`config.mk`:
```
export PLATFORM = sky130hd
export DESIGN_NAME = ccdsp_top
export DESIGN_NICKNAME = d
export VERILOG_FILES = /design/src/verilog/ccdsp_top.v
export VERILOG_INCLUDE_DIRS = /design/src /design/src/verilog
export SDC_FILE = /design/constraint.sdc
export NUM_CORES = 1
export LEC_CHECK = 0
export BUFFER_PORTS_ARGS = -buffer_cell sky130_fd_sc_hd__buf_2
export CORE_MARGIN = 4
export CORE_UTILIZATION = 53
export DETAILED_ROUTE_END_ITERATION = 10
export PLACE_DENSITY_LB_ADDON = 0.1
export SLEW_MARGIN = 30
export SYNTH_ARGS = -nofsm -noshare
export SYNTH_HDL_FRONTEND = slang
export SYNTH_SLANG_ARGS = --single-unit
```
`constraint.sdc`:
```
create_clock -name aclk -period 4.15 [get_ports aclk]
set_input_delay 0.6225 -clock aclk [delete_from_list [all_inputs] [get_ports aclk]]
set_output_delay 0.6225 -clock aclk [all_outputs]
set_load 0.05 [all_outputs]
```
`src/verilog/ccdsp_defs.vh`:
```
// Constants for the CCD supply start-up and driver gating block
`ifndef CCDSP_DEFS_VH
`define CCDSP_DEFS_VH
`define CCDSP_ADDR_CTRL0      4'h0
`define CCDSP_ADDR_CTRL1      4'h4
`define CCDSP_ADDR_STATUS     4'h8
`define CCDSP_CTRL0_POWER     0
`define CCDSP_CTRL0_OUT_DIS   1
`define CCDSP_CTRL0_EXT_CLK   3
`define CCDSP_CTRL1_HEADROOM  0
`define CCDSP_CTRL1_MODE2     1
`define CCDSP_CTRL0_RESET     5'h00
`define CCDSP_CTRL1_RESET     2'h0
`define CCDSP_CLK_PERIOD_NS   10
`define CCDSP_OSC_PHASE_NS    500
`define CCDSP_OSC_PHASE_CYC   ((`CCDSP_OSC_PHASE_NS + `CCDSP_CLK_PERIOD_NS \
                                - 1) / `CCDSP_CLK_PERIOD_NS)
`define CCDSP_RESP_OKAY       2'h0
`define CCDSP_RESP_SLVERR     2'h2
`endif

```
`src/verilog/ccdsp_top.v`:
```
// Supply start-up sequencer, converter phase control and driver gating
//
// The AXI4-Lite register port and the address map were left to the implementer.
`timescale 1ns/1ns
`include "ccdsp_defs.vh"

module ccdsp_top #(
  parameter integer NUM_DRV   = 8,
  parameter integer OSC_PHASE = `CCDSP_OSC_PHASE_CYC
) (
  input  wire               aclk,
  input  wire               aresetn,
  input  wire [3:0]         s_axi_awaddr,
  input  wire               s_axi_awvalid,
  output wire               s_axi_awready,
  input  wire [31:0]        s_axi_wdata,
  input  wire [3:0]         s_axi_wstrb,
  input  wire               s_axi_wvalid,
  output wire               s_axi_wready,
  output reg  [1:0]         s_axi_bresp,
  output reg                s_axi_bvalid,
  input  wire               s_axi_bready,
  input  wire [3:0]         s_axi_araddr,
  input  wire               s_axi_arvalid,
  output wire               s_axi_arready,
  output reg  [31:0]        s_axi_rdata,
  output reg  [1:0]         s_axi_rresp,
  output reg                s_axi_rvalid,
  input  wire               s_axi_rready,
  input  wire               ext_clk_in,
  input  wire               high_rail_full,
  input  wire               high_rail_above80,
  input  wire               driver_rail_full,
  input  wire               driver_supply_above80,
  input  wire               substrate_above80,
  input  wire               base_at_target,
  input  wire               current_limit_pin,
  input  wire [NUM_DRV-1:0] drv_in,
  input  wire               shutter_in,
  output reg  [NUM_DRV-1:0] drv_upper_on,
  output reg  [NUM_DRV-1:0] drv_lower_on,
  output wire [NUM_DRV-1:0] drv_oe,
  output reg                shutter_out,
  output wire               ready_n,
  output wire               supplies_good_internal,
  output reg                coil2_charge_switch,
  output reg                driver_rail_steer_switch,
  output reg                coil1_charge_switch,
  output wire               headroom_double_sel,
  output wire               mode2_sel,
  output wire               amp_min_current_high,
  output wire               amp_max_current_high
);

  localparam [3:0] ST_OFF   = 4'b0001;
  localparam [3:0] ST_HIGH  = 4'b0010;
  localparam [3:0] ST_DRV   = 4'b0100;
  localparam [3:0] ST_READY = 4'b1000;
  localparam integer NSYNC  = 8 + NUM_DRV;
  localparam integer PHASE_LAST = OSC_PHASE - 1;

  reg  [4:0]       ctrl0;
  reg  [1:0]       ctrl1;
  reg  [3:0]       state;
  reg  [3:0]       next_state;
  reg  [NSYNC-1:0] sync1;
  reg  [NSYNC-1:0] sync2;
  reg              ext_prev;
  reg  [15:0]      osc_cnt;
  reg              phase_charge;
  reg              shutter_sync1;
  reg              shutter_sync2;
  reg              aw_held;
  reg              w_held;
  reg  [3:0]       aw_addr;
  reg  [31:0]      w_data;
  reg  [3:0]       w_strb;
  wire [NSYNC-1:0] async_in;
  wire             s_ext;
  wire             s_hfull;
  wire             s_h80;
  wire             s_dfull;
  wire             s_ds80;
  wire             s_sub80;
  wire             s_base;
  wire             s_limit;
  wire [NUM_DRV-1:0] s_drv;
  wire             power_on;
  wire             out_dis;
  wire             ext_sel;
  wire             osc_tick;
  wire             ext_tick;
  wire             conv_tick;
  wire             good;
  wire             drv_en;
  wire             pos_run;
  wire             wr_go;
  wire [31:0]      status;

  function mapped;
    input [3:0] addr;
    begin
      mapped = (addr == `CCDSP_ADDR_CTRL0) || (addr == `CCDSP_ADDR_CTRL1) ||
               (addr == `CCDSP_ADDR_STATUS);
    end
  endfunction

  // Every level from outside this clock domain is double-registered
  assign async_in = {drv_in, current_limit_pin, base_at_target,
                     substrate_above80, driver_supply_above80,
                     driver_rail_full, high_rail_above80,
                     high_rail_full, ext_clk_in};

  always @(posedge aclk) begin
    if (!aresetn) begin
      sync1 <= {NSYNC{1'b0}};
      sync2 <= {NSYNC{1'b0}};
    end else begin
      sync1 <= async_in;
      sync2 <= sync1;
    end
  end

  assign s_ext   = sync2[0];
  assign s_hfull = sync2[1];
  assign s_h80   = sync2[2];
  assign s_dfull = sync2[3];
  assign s_ds80  = sync2[4];
  assign s_sub80 = sync2[5];
  assign s_base  = sync2[6];
  assign s_limit = sync2[7];
  assign s_drv   = sync2[NSYNC-1:8];

  assign power_on = ctrl0[`CCDSP_CTRL0_POWER];
  assign out_dis  = ctrl0[`CCDSP_CTRL0_OUT_DIS];
  assign ext_sel  = ctrl0[`CCDSP_CTRL0_EXT_CLK];
  assign headroom_double_sel = ctrl1[`CCDSP_CTRL1_HEADROOM];
  assign mode2_sel = ctrl1[`CCDSP_CTRL1_MODE2];

  // Converter time base: free oscillator divider or external clock edges
  always @(posedge aclk) begin
    if (!aresetn) begin
      osc_cnt  <= 16'h0000;
      ext_prev <= 1'b0;
    end else begin
      ext_prev <= s_ext;
      if (osc_tick)
        osc_cnt <= 16'h0000;
      else
        osc_cnt <= osc_cnt + 16'h0001;
    end
  end

  assign osc_tick  = ({16'h0000, osc_cnt} == PHASE_LAST);
  assign ext_tick  = s_ext & ~ext_prev;
  assign conv_tick = ext_sel ? ext_tick : osc_tick;

  // Start-up sequencer; power-down parks it and stops the converters
  always @* begin
    next_state = state;
    case (state)
      ST_OFF:
        if (power_on)
          next_state = ST_HIGH;
      ST_HIGH:
        if (s_hfull)
          next_state = ST_DRV;
      ST_DRV:
        if (!s_h80)
          next_state = ST_HIGH;
        else if (s_hfull && s_dfull && s_ds80 && s_sub80)
          next_state = ST_READY;
      ST_READY:
        if (!s_h80 || !s_ds80 || !s_sub80)
          next_state = ST_HIGH;
      default:
        next_state = ST_OFF;
    endcase
    if (!power_on)
      next_state = ST_OFF;
  end

  always @(posedge aclk) begin
    if (!aresetn)
      state <= ST_OFF;
    else
      state <= next_state;
  end

  assign good    = (state == ST_READY);
  assign ready_n = ~good;
  assign supplies_good_internal = ~ready_n;

  // Start-up boost; mode 2 keeps the high ceiling once running
  assign amp_min_current_high = ready_n & ~good & ~s_base;
  assign amp_max_current_high = ready_n | mode2_sel;

  // Positive converter runs only while some capacitor is below target
  assign pos_run = (state != ST_OFF) && (!s_hfull || !s_dfull);

  always @(posedge aclk) begin
    if (!aresetn) begin
      phase_charge             <= 1'b0;
      coil2_charge_switch      <= 1'b0;
      driver_rail_steer_switch <= 1'b0;
      coil1_charge_switch      <= 1'b0;
    end else begin
      if (!power_on) begin
        phase_charge        <= 1'b0;
        coil1_charge_switch <= 1'b0;
      end else if (conv_tick) begin
        phase_charge        <= ~phase_charge;
        coil1_charge_switch <= ~phase_charge;
      end
      if (!pos_run)
        coil2_charge_switch <= 1'b0;
      else if (conv_tick)
        coil2_charge_switch <= ~phase_charge;
      else if (s_limit)
        coil2_charge_switch <= 1'b0;
      // Steering changes only as the coil starts charging, or clears at any phase when pos_run drops,
      // so while the converter runs a dump is never split between the two capacitors
      if (!pos_run)
        driver_rail_steer_switch <= 1'b0;
      else if (conv_tick && !phase_charge)
        driver_rail_steer_switch <= (state == ST_DRV) ||
          ((state == ST_READY) && s_hfull);
    end
  end

  // Line drivers: break before make, gated by supplies good
  assign drv_en = good & ~out_dis;

  genvar gi;
  generate
    for (gi = 0; gi < NUM_DRV; gi = gi + 1) begin : g_drv
      always @(posedge aclk) begin
        if (!aresetn) begin
          drv_upper_on[gi] <= 1'b0;
          drv_lower_on[gi] <= 1'b0;
        end else begin
          drv_upper_on[gi] <= drv_en & ~s_drv[gi] &
                              ~drv_lower_on[gi];
          drv_lower_on[gi] <= drv_en & s_drv[gi] &
                              ~drv_upper_on[gi];
        end
      end
      assign drv_oe[gi] = drv_upper_on[gi] | drv_lower_on[gi];
    end
  endgenerate

  always @(posedge aclk) begin
    if (!aresetn)
      shutter_out <= 1'b1;
    else
      shutter_out <= ~shutter_sync2;
  end

  always @(posedge aclk) begin
    if (!aresetn) begin
      shutter_sync1 <= 1'b0;
      shutter_sync2 <= 1'b0;
    end else begin
      shutter_sync1 <= shutter_in;
      shutter_sync2 <= shutter_sync1;
    end
  end

  // AXI4-Lite write: address and data taken in either order
  assign s_axi_awready = ~aw_held & ~s_axi_bvalid;
  assign s_axi_wready  = ~w_held & ~s_axi_bvalid;
  assign wr_go = aw_held & w_held;

  always @(posedge aclk) begin
    if (!aresetn) begin
      aw_held      <= 1'b0;
      w_held       <= 1'b0;
      aw_addr      <= 4'h0;
      w_data       <= 32'h00000000;
      w_strb       <= 4'h0;
      s_axi_bvalid <= 1'b0;
      s_axi_bresp  <= `CCDSP_RESP_OKAY;
      ctrl0        <= `CCDSP_CTRL0_RESET;
      ctrl1        <= `CCDSP_CTRL1_RESET;
    end else begin
      if (s_axi_awvalid && s_axi_awready) begin
        aw_held <= 1'b1;
        aw_addr <= s_axi_awaddr;
      end
      if (s_axi_wvalid && s_axi_wready) begin
        w_held <= 1'b1;
        w_data <= s_axi_wdata;
        w_strb <= s_axi_wstrb;
      end
      if (wr_go) begin
        aw_held      <= 1'b0;
        w_held       <= 1'b0;
        s_axi_bvalid <= 1'b1;
        s_axi_bresp  <= mapped(aw_addr) ? `CCDSP_RESP_OKAY
                                        : `CCDSP_RESP_SLVERR;
        // The fixed bit 4 of the first latch is kept at zero
        if (w_strb[0] && aw_addr == `CCDSP_ADDR_CTRL0)
          ctrl0 <= {1'b0, w_data[3], 1'b0, w_data[1:0]};
        if (w_strb[0] && aw_addr == `CCDSP_ADDR_CTRL1)
          ctrl1 <= w_data[1:0];
      end else if (s_axi_bvalid && s_axi_bready) begin
        s_axi_bvalid <= 1'b0;
      end
    end
  end

  // AXI4-Lite read
  assign s_axi_arready = ~s_axi_rvalid;
  assign status = {20'h00000, coil2_charge_switch, driver_rail_steer_switch,
                   amp_max_current_high, amp_min_current_high,
                   state, supplies_good_internal, ready_n, 2'h0};

  always @(posedge aclk) begin
    if (!aresetn) begin
      s_axi_rvalid <= 1'b0;
      s_axi_rdata  <= 32'h00000000;
      s_axi_rresp  <= `CCDSP_RESP_OKAY;
    end else if (s_axi_arvalid && s_axi_arready) begin
      s_axi_rvalid <= 1'b1;
      s_axi_rresp  <= mapped(s_axi_araddr) ? `CCDSP_RESP_OKAY
                                           : `CCDSP_RESP_SLVERR;
      case (s_axi_araddr)
        `CCDSP_ADDR_CTRL0:  s_axi_rdata <= {27'h0, ctrl0};
        `CCDSP_ADDR_CTRL1:  s_axi_rdata <= {30'h0, ctrl1};
        `CCDSP_ADDR_STATUS: s_axi_rdata <= status;
        default:            s_axi_rdata <= 32'h00000000;
      endcase
    end else if (s_axi_rvalid && s_axi_rready) begin
      s_axi_rvalid <= 1'b0;
    end
  end

endmodule

```
==> results.json, run 1 <==
{
  "numCtsBuffers": 9,
  "area_growth_pct": 14.4,
  "tns_ps": 0,
  "reg2reg_depth": 4,
  "synth_top_cell_by_area": "dfxtp_1",
  "num_rows": 31,
  "holdWs_ps": 373,
  "fin_crit_ps": 2520,
  "synth_most_common_cell": "dfxtp_1",
  "required_ps": 3530,
  "synth_seq_cells": 106,
  "synth_top_area_share_pct": 52.4,
  "hold_viol_final": 0,
  "r2r-end": "drv_lower_on[5]",
  "cts_tree": "yes",
  "numClockSinks": 106,
  "crit_path_end_kind": "output port",
  "status": "completed",
  "start_util_pct": 55.2,
  "p_leak_nw": 2.01,
  "worst-path-buf-inv": 1,
  "grt_max_degree": 42,
  "crit_chain": "nor4b_4 > or2b_1 > buf_2",
  "core_area_sq_um": 7330,
  "path_max_fanout": 10,
  "clk_pin_slew_ps": 90,
  "routed-wl-met2_um": 3330,
  "viasPerCell": 4.96,
  "slowest_stage": "nor4b_4",
  "wirelength_um": 7210,
  "yosys_warnings": 0,
  "slew_headroom_pct": 37.0,
  "whs_endpoint": "shutter_out",
  "antenna_found_initial": 0,
  "clk_latency_ps": 360,
  "fp.dieW_um": 95.4,
  "grt-ovfl-total": 0,
  "m1WireLength_um": 3230,
  "min_from": "shutter_sync2",
  "port-buffer-count": 88,
  "cp-start-kind": "flop",
  "seq_area_frac_synth_pct": 52.4,
  "routed.top_layer": "met4",
  "clockBufferDepth": 2,
  "r2r_slack_ps": 2020,
  "first_global_vias": 2601,
  "powerDensity_nw_per_um2": 391,
  "grt_pass1_wl_um": 11400,
  "grt.total_usage_pct": 16.0,
  "synthTopCellsByCount": "dfxtp_1 (106), nor2_1 (47), and2_1 (39), buf_4 (22), mux2i_1 (16)",
  "worstHoldPathType": "flop to flop",
  "ir_worst_vdd_mv": 0.203,
  "rsz0062_at_grt": "no",
  "die_h_um": 95.4,
  "routedWlPerCell_um": 12.2,
  "dr_total_vias": 2929,
  "arrival_ps": 1890,
  "final_core_utilization_pct": 63.1,
  "cts_htree_levels": 3,
  "fmax_mhz": 397,
  "ant_nets": 0,
  "finalWeightedCongestion": 0.799,
  "synth_area_leaders": "dfxtp_1 (52%), and2_1 (6.0%), nor2_1 (4.4%), buf_4 (4.1%), mux2i_1 (4.0%)",
  "die-area_sq_um": 9100,
  "drc": 0,
  "ctsResizeCount": 0,
  "setup_viol": 0,
  "cts_root_buf": "clkbuf_8",
  "netlist_area_sq_um": 4050,
  "drive_above_1_share_pct": 25.8,
  "post-route-period-util_pct": 60.7,
  "max_stage_delay_ps": 520,
  "synth_cells": 408,
  "tightest_slew_ps": 937,
  "synth.distinct_cells": 51,
  "wl_met3_um": 536,
  "pre_cts_ws_ps": 1850,
  "critPathKind": "flop to output port",
  "drtPass1Iterations": 4,
  "synth_ff_type": "dfxtp_1",
  "hold_buffers": 0,
  "avgSynthCellArea_sq_um": 9.92,
  "num_antenna_cells": 0,
  "critical_path.top_delay_family": "simple AND/OR/NAND/NOR gates",
  "drv_cap": 0,
  "slew_violations": 0,
  "drt-initial-drc-count": 96,
  "synth-async-reset-ratio_pct": 0,
  "final.setup.worst_slack_ps": 1630,
  "post_cts_buffers": 0,
  "pin_count": 143,
  "synth-edff-count": 0,
  "worst_hold_path.num_cells": 1,
  "fin_skew_ps": 14.3,
  "power.total_mw": 1.81,
  "dp_hpwl_um": 5210,
  "r2r-start": "state[3]",
  "nNetsFinal": 558
}
## layout make-up
class / count / area [sq um]
sequential: 106 / 2120
fill: 652 / 2700
timing repair buffer: 89 / 448
tap: 99 / 124
multi-input combinational: 272 / 1710
inverter: 10 / 37.5
clock buffer: 11 / 131
clock inverter: 4 / 52.6
## cells by family (layout without fill, tap and decap cells)
group,after synthesis,in the layout,share of synthesized area (%)
AOI/OAI and AO/OA,45,45,7.02
other,1,22,0.0927
buffers and inverters,51,114,7.27
muxes,16,16,3.96
xor gates and xnor gates,11,11,2.38
adders and majority gates,2,2,0.618
DFF,106,106,52.4
and+or+nand+nor,176,176,26.2
## metal layers
layer,global-route usage (%),vias up
met5,0,-
met4,6.04,0
met3,5.13,11
met2,26.5,80
met1,19.5,1331
li1,-,1507
## per-stage QoR
| stage | std cells | instance area [sq um] |
|---|---|---|
| finish | 591 | 4630 |
| global route | 591 | 4630 |
| CTS | 591 | 4630 |
| detailed placement | 576 | 4440 |
| global placement | 576 | 4440 |
| floorplan | 429 | 4130 |
## flip-flops by register name, indices dropped and copies added (netlist names), 2 cells and up
| signal | count |
|---|---|
| osc_cnt | 16 |
| sync1 | 16 |
| sync2 | 16 |
| s_axi_rdata | 12 |
| drv_lower_on | 8 |
| drv_upper_on | 8 |
| aw_addr | 4 |
| state | 4 |
| ctrl0 | 3 |
| w_data | 3 |
| ctrl1 | 2 |
## worst reg2reg max path, delay by kind of cell (launching register included)
kind,cells,cell delay (ps)
and+or+nand+nor,3,1440
DFF,1,510
buffers and inverters,1,110
## power by group
| part | switching, mW | internal [mW] |
|---|---|---|
| sequential | 0.0165 | 1.04 |
| clock | 0.321 | 0.279 |
| combinational | 0.107 | 0.0433 |
## cell usage in the layout (no fill, tap or decap), types with 9 or more instances in the layout
master    netlist  final
dfxtp_1       106    106
buf_2           4     88
nor2_1         47     47
and2_1         39     39
conb_1          1     22
mux2i_1        16     16
a21oi_1        15     15
nand2_1        13     13
a22oi_1        10     10
inv_1           9      9
nand4_1         9      9
clkbuf_8        0      9
## worst max path at each step
stage	from	endpoint	slack, ps	cells after the start
finish	state[3]	amp_max_current_high	1630	3
CTS	state[3]	amp_max_current_high	1620	3
floorplan	state[1]	drv_lower_on[0]	1780	7
global placement	s_axi_arvalid	s_axi_rdata[3]	1850	5
detailed placement	s_axi_arvalid	s_axi_rdata[3]	1850	5
global route	state[3]	amp_max_current_high	1570	3
Power figures use the tool's default switching activity.
==> run 2: changes to the inputs <==
--- a/config.mk
+++ b/config.mk
@@ -8,7 +8,7 @@
 export LEC_CHECK = 0
 export BUFFER_PORTS_ARGS = -buffer_cell sky130_fd_sc_hd__buf_2
 export CORE_MARGIN = 4
-export CORE_UTILIZATION = 53
+export CORE_UTILIZATION = 49
 export DETAILED_ROUTE_END_ITERATION = 10
 export PLACE_DENSITY_LB_ADDON = 0.1
 export SLEW_MARGIN = 30
==> constraint.sdc (replaced) <==
create_clock -name aclk -period 2.6 [get_ports aclk]
set_input_delay 0.39 -clock aclk [delete_from_list [all_inputs] [get_ports aclk]]
set_output_delay 0.39 -clock aclk [all_outputs]
set_load 0.05 [all_outputs]
==> run 2 against run 1 <==
  * Critical path depth is the same
  * Global-route usage shrank 0.64 points
  * Highest routed layer unchanged
  * Non-clock buffer count grew 5
  * Largest cell class unchanged
  * Routed wire length grew 3.4%
==> results.json, run 2 (synthesized netlist as in run 1, its figures left out) <==
{
  "status": "completed",
  "arrival_ps": 1840,
  "die_h_um": 98.9,
  "fin_crit_ps": 2230,
  "setup_viol": 0,
  "port-buffer-count": 88,
  "required_ps": 2210,
  "fill_cells": 741,
  "tns_ps": 0,
  "cts_root_buf": "clkbuf_8",
  "ant_nets": 0,
  "num_rows": 32,
  "drc": 0,
  "dr_total_vias": 2975,
  "nNetsFinal": 563,
  "cts_tree": "yes",
  "cts_htree_levels": 3,
  "viasPerCell": 4.97,
  "reg_top3": "osc_cnt (16), sync1 (16), sync2 (16)",
  "grt.total_usage_pct": 15.4,
  "layout_commonest_cell": "dfxtp_1",
  "tightest_slew_ps": 741,
  "grt_pass1_wl_um": 12300,
  "crit_path_end_kind": "output port",
  "cp-startpoint": "state[3]",
  "wirelength_um": 7450,
  "fmax_mhz": 448,
  "clk_pin_slew_ps": 100,
  "die-area_sq_um": 9780,
  "p_leak_nw": 2.03,
  "hold_buffers": 0,
  "r2r-start": "state[3]",
  "core_area_sq_um": 7890,
  "post-route-period-util_pct": 85.8,
  "ir_worst_vdd_mv": 0.338,
  "final_cell_mix": "dfxtp_1 (106), buf_2 (88), nor2_1 (47), and2_1 (39), conb_1 (22)",
  "hold_viol_final": 0,
  "slew_violations": 0,
  "slew_headroom_pct": 50.6,
  "pin_count": 143,
  "drv_cap": 0,
  "antenna_found_initial": 0,
  "fp.dieW_um": 98.9,
  "first_global_vias": 2652,
  "area_growth_pct": 15.5,
  "drtPass1Iterations": 4,
  "finalWeightedCongestion": 0.773,
  "ctsResizeCount": 0,
  "routedWlPerCell_um": 12.4,
  "clk_latency_ps": 360,
  "rsz0062_at_grt": "no",
  "post_cts_buffers": 0,
  "r2r_slack_ps": 490,
  "worstHoldPathType": "primary input to flop",
  "final_area_sq_um": 4670,
  "clockBufferDepth": 2,
  "dp_hpwl_um": 5460,
  "placement.cell_area_sq_um": 4480,
  "start_util_pct": 51.3,
  "cp-start-kind": "flop",
  "drt-initial-drc-count": 114,
  "path_max_fanout": 10,
  "holdWs_ps": 231,
  "numClockSinks": 106,
  "drive_above_1_share_pct": 26.6,
  "powerDensity_nw_per_um2": 626,
  "numCtsBuffers": 9,
  "num_antenna_cells": 0,
  "grt_max_degree": 41,
  "min_from": "drv_in[2]",
  "fin_skew_ps": 13.1,
  "grt-ovfl-total": 0,
  "critPathKind": "flop to output port"
}
## run 2: cell types whose count changed in the layout (fill, tap and decap cells not counted), sizes merged
cell	previous run	this run
clkbuf	11	10
clkinvlp	0	2
buf	89	94
inv	11	12
clkinv	2	0
## run 2: report_power, final
part | internal (mW) | switching, mW | leakage, nW
Clock | 0.447 | 0.536 | 0.0894
Sequential | 1.67 | 0.0262 | 0.865
Combinational | 0.0727 | 0.173 | 1.07
## run 2: worst max-delay path, stage by stage, from the launching register on
cell     delay, ps
dfxtp_1        500
nor4b_4        470
or2b_1         300
buf_2          220
## run 2: per-stage QoR
stage	setup slack (ps)	power, mW	util, %	instances
floorplan	234	1.94	-	429
global placement	598	1.98	56.8	584
detailed placement	477	1.98	56.8	584
CTS	326	2.96	59.2	599
global route	238	3.05	59.2	599
finish	370	2.92	59.2	599
## run 2: per-layer routing
| layer | wire length (um) | up-vias | GRT usage, % |
|---|---|---|---|
| met1 | 3500 | 1368 | 20.3 |
| met4 | 133 | 0 | 6.62 |
| met2 | 3340 | 73 | 23.8 |
| li1 | - | 1522 | - |
| met3 | 487 | 12 | 3.89 |
| met5 | 0 | - | 0 |
## run 2: area by class of cell
cell class                      instances  area [sq um]  share of cell area [%]
Tap cell                              102           128                    2.73
Timing Repair Buffer                   94           485                    10.4
Sequential cell                       106          2120                    45.4
Clock buffer                           10           128                    2.73
Clock inverter                          5          62.6                    1.34
Inverter                               10          37.5                   0.803
Multi-Input combinational cell        272          1710                    36.6
## run 2: path summary, 6_finish.rpt
kind,end,depth (start not counted)
max,amp_max_current_high,3
max reg2reg,drv_lower_on[6],4
min reg2reg,shutter_out,1
min,sync1[10],2
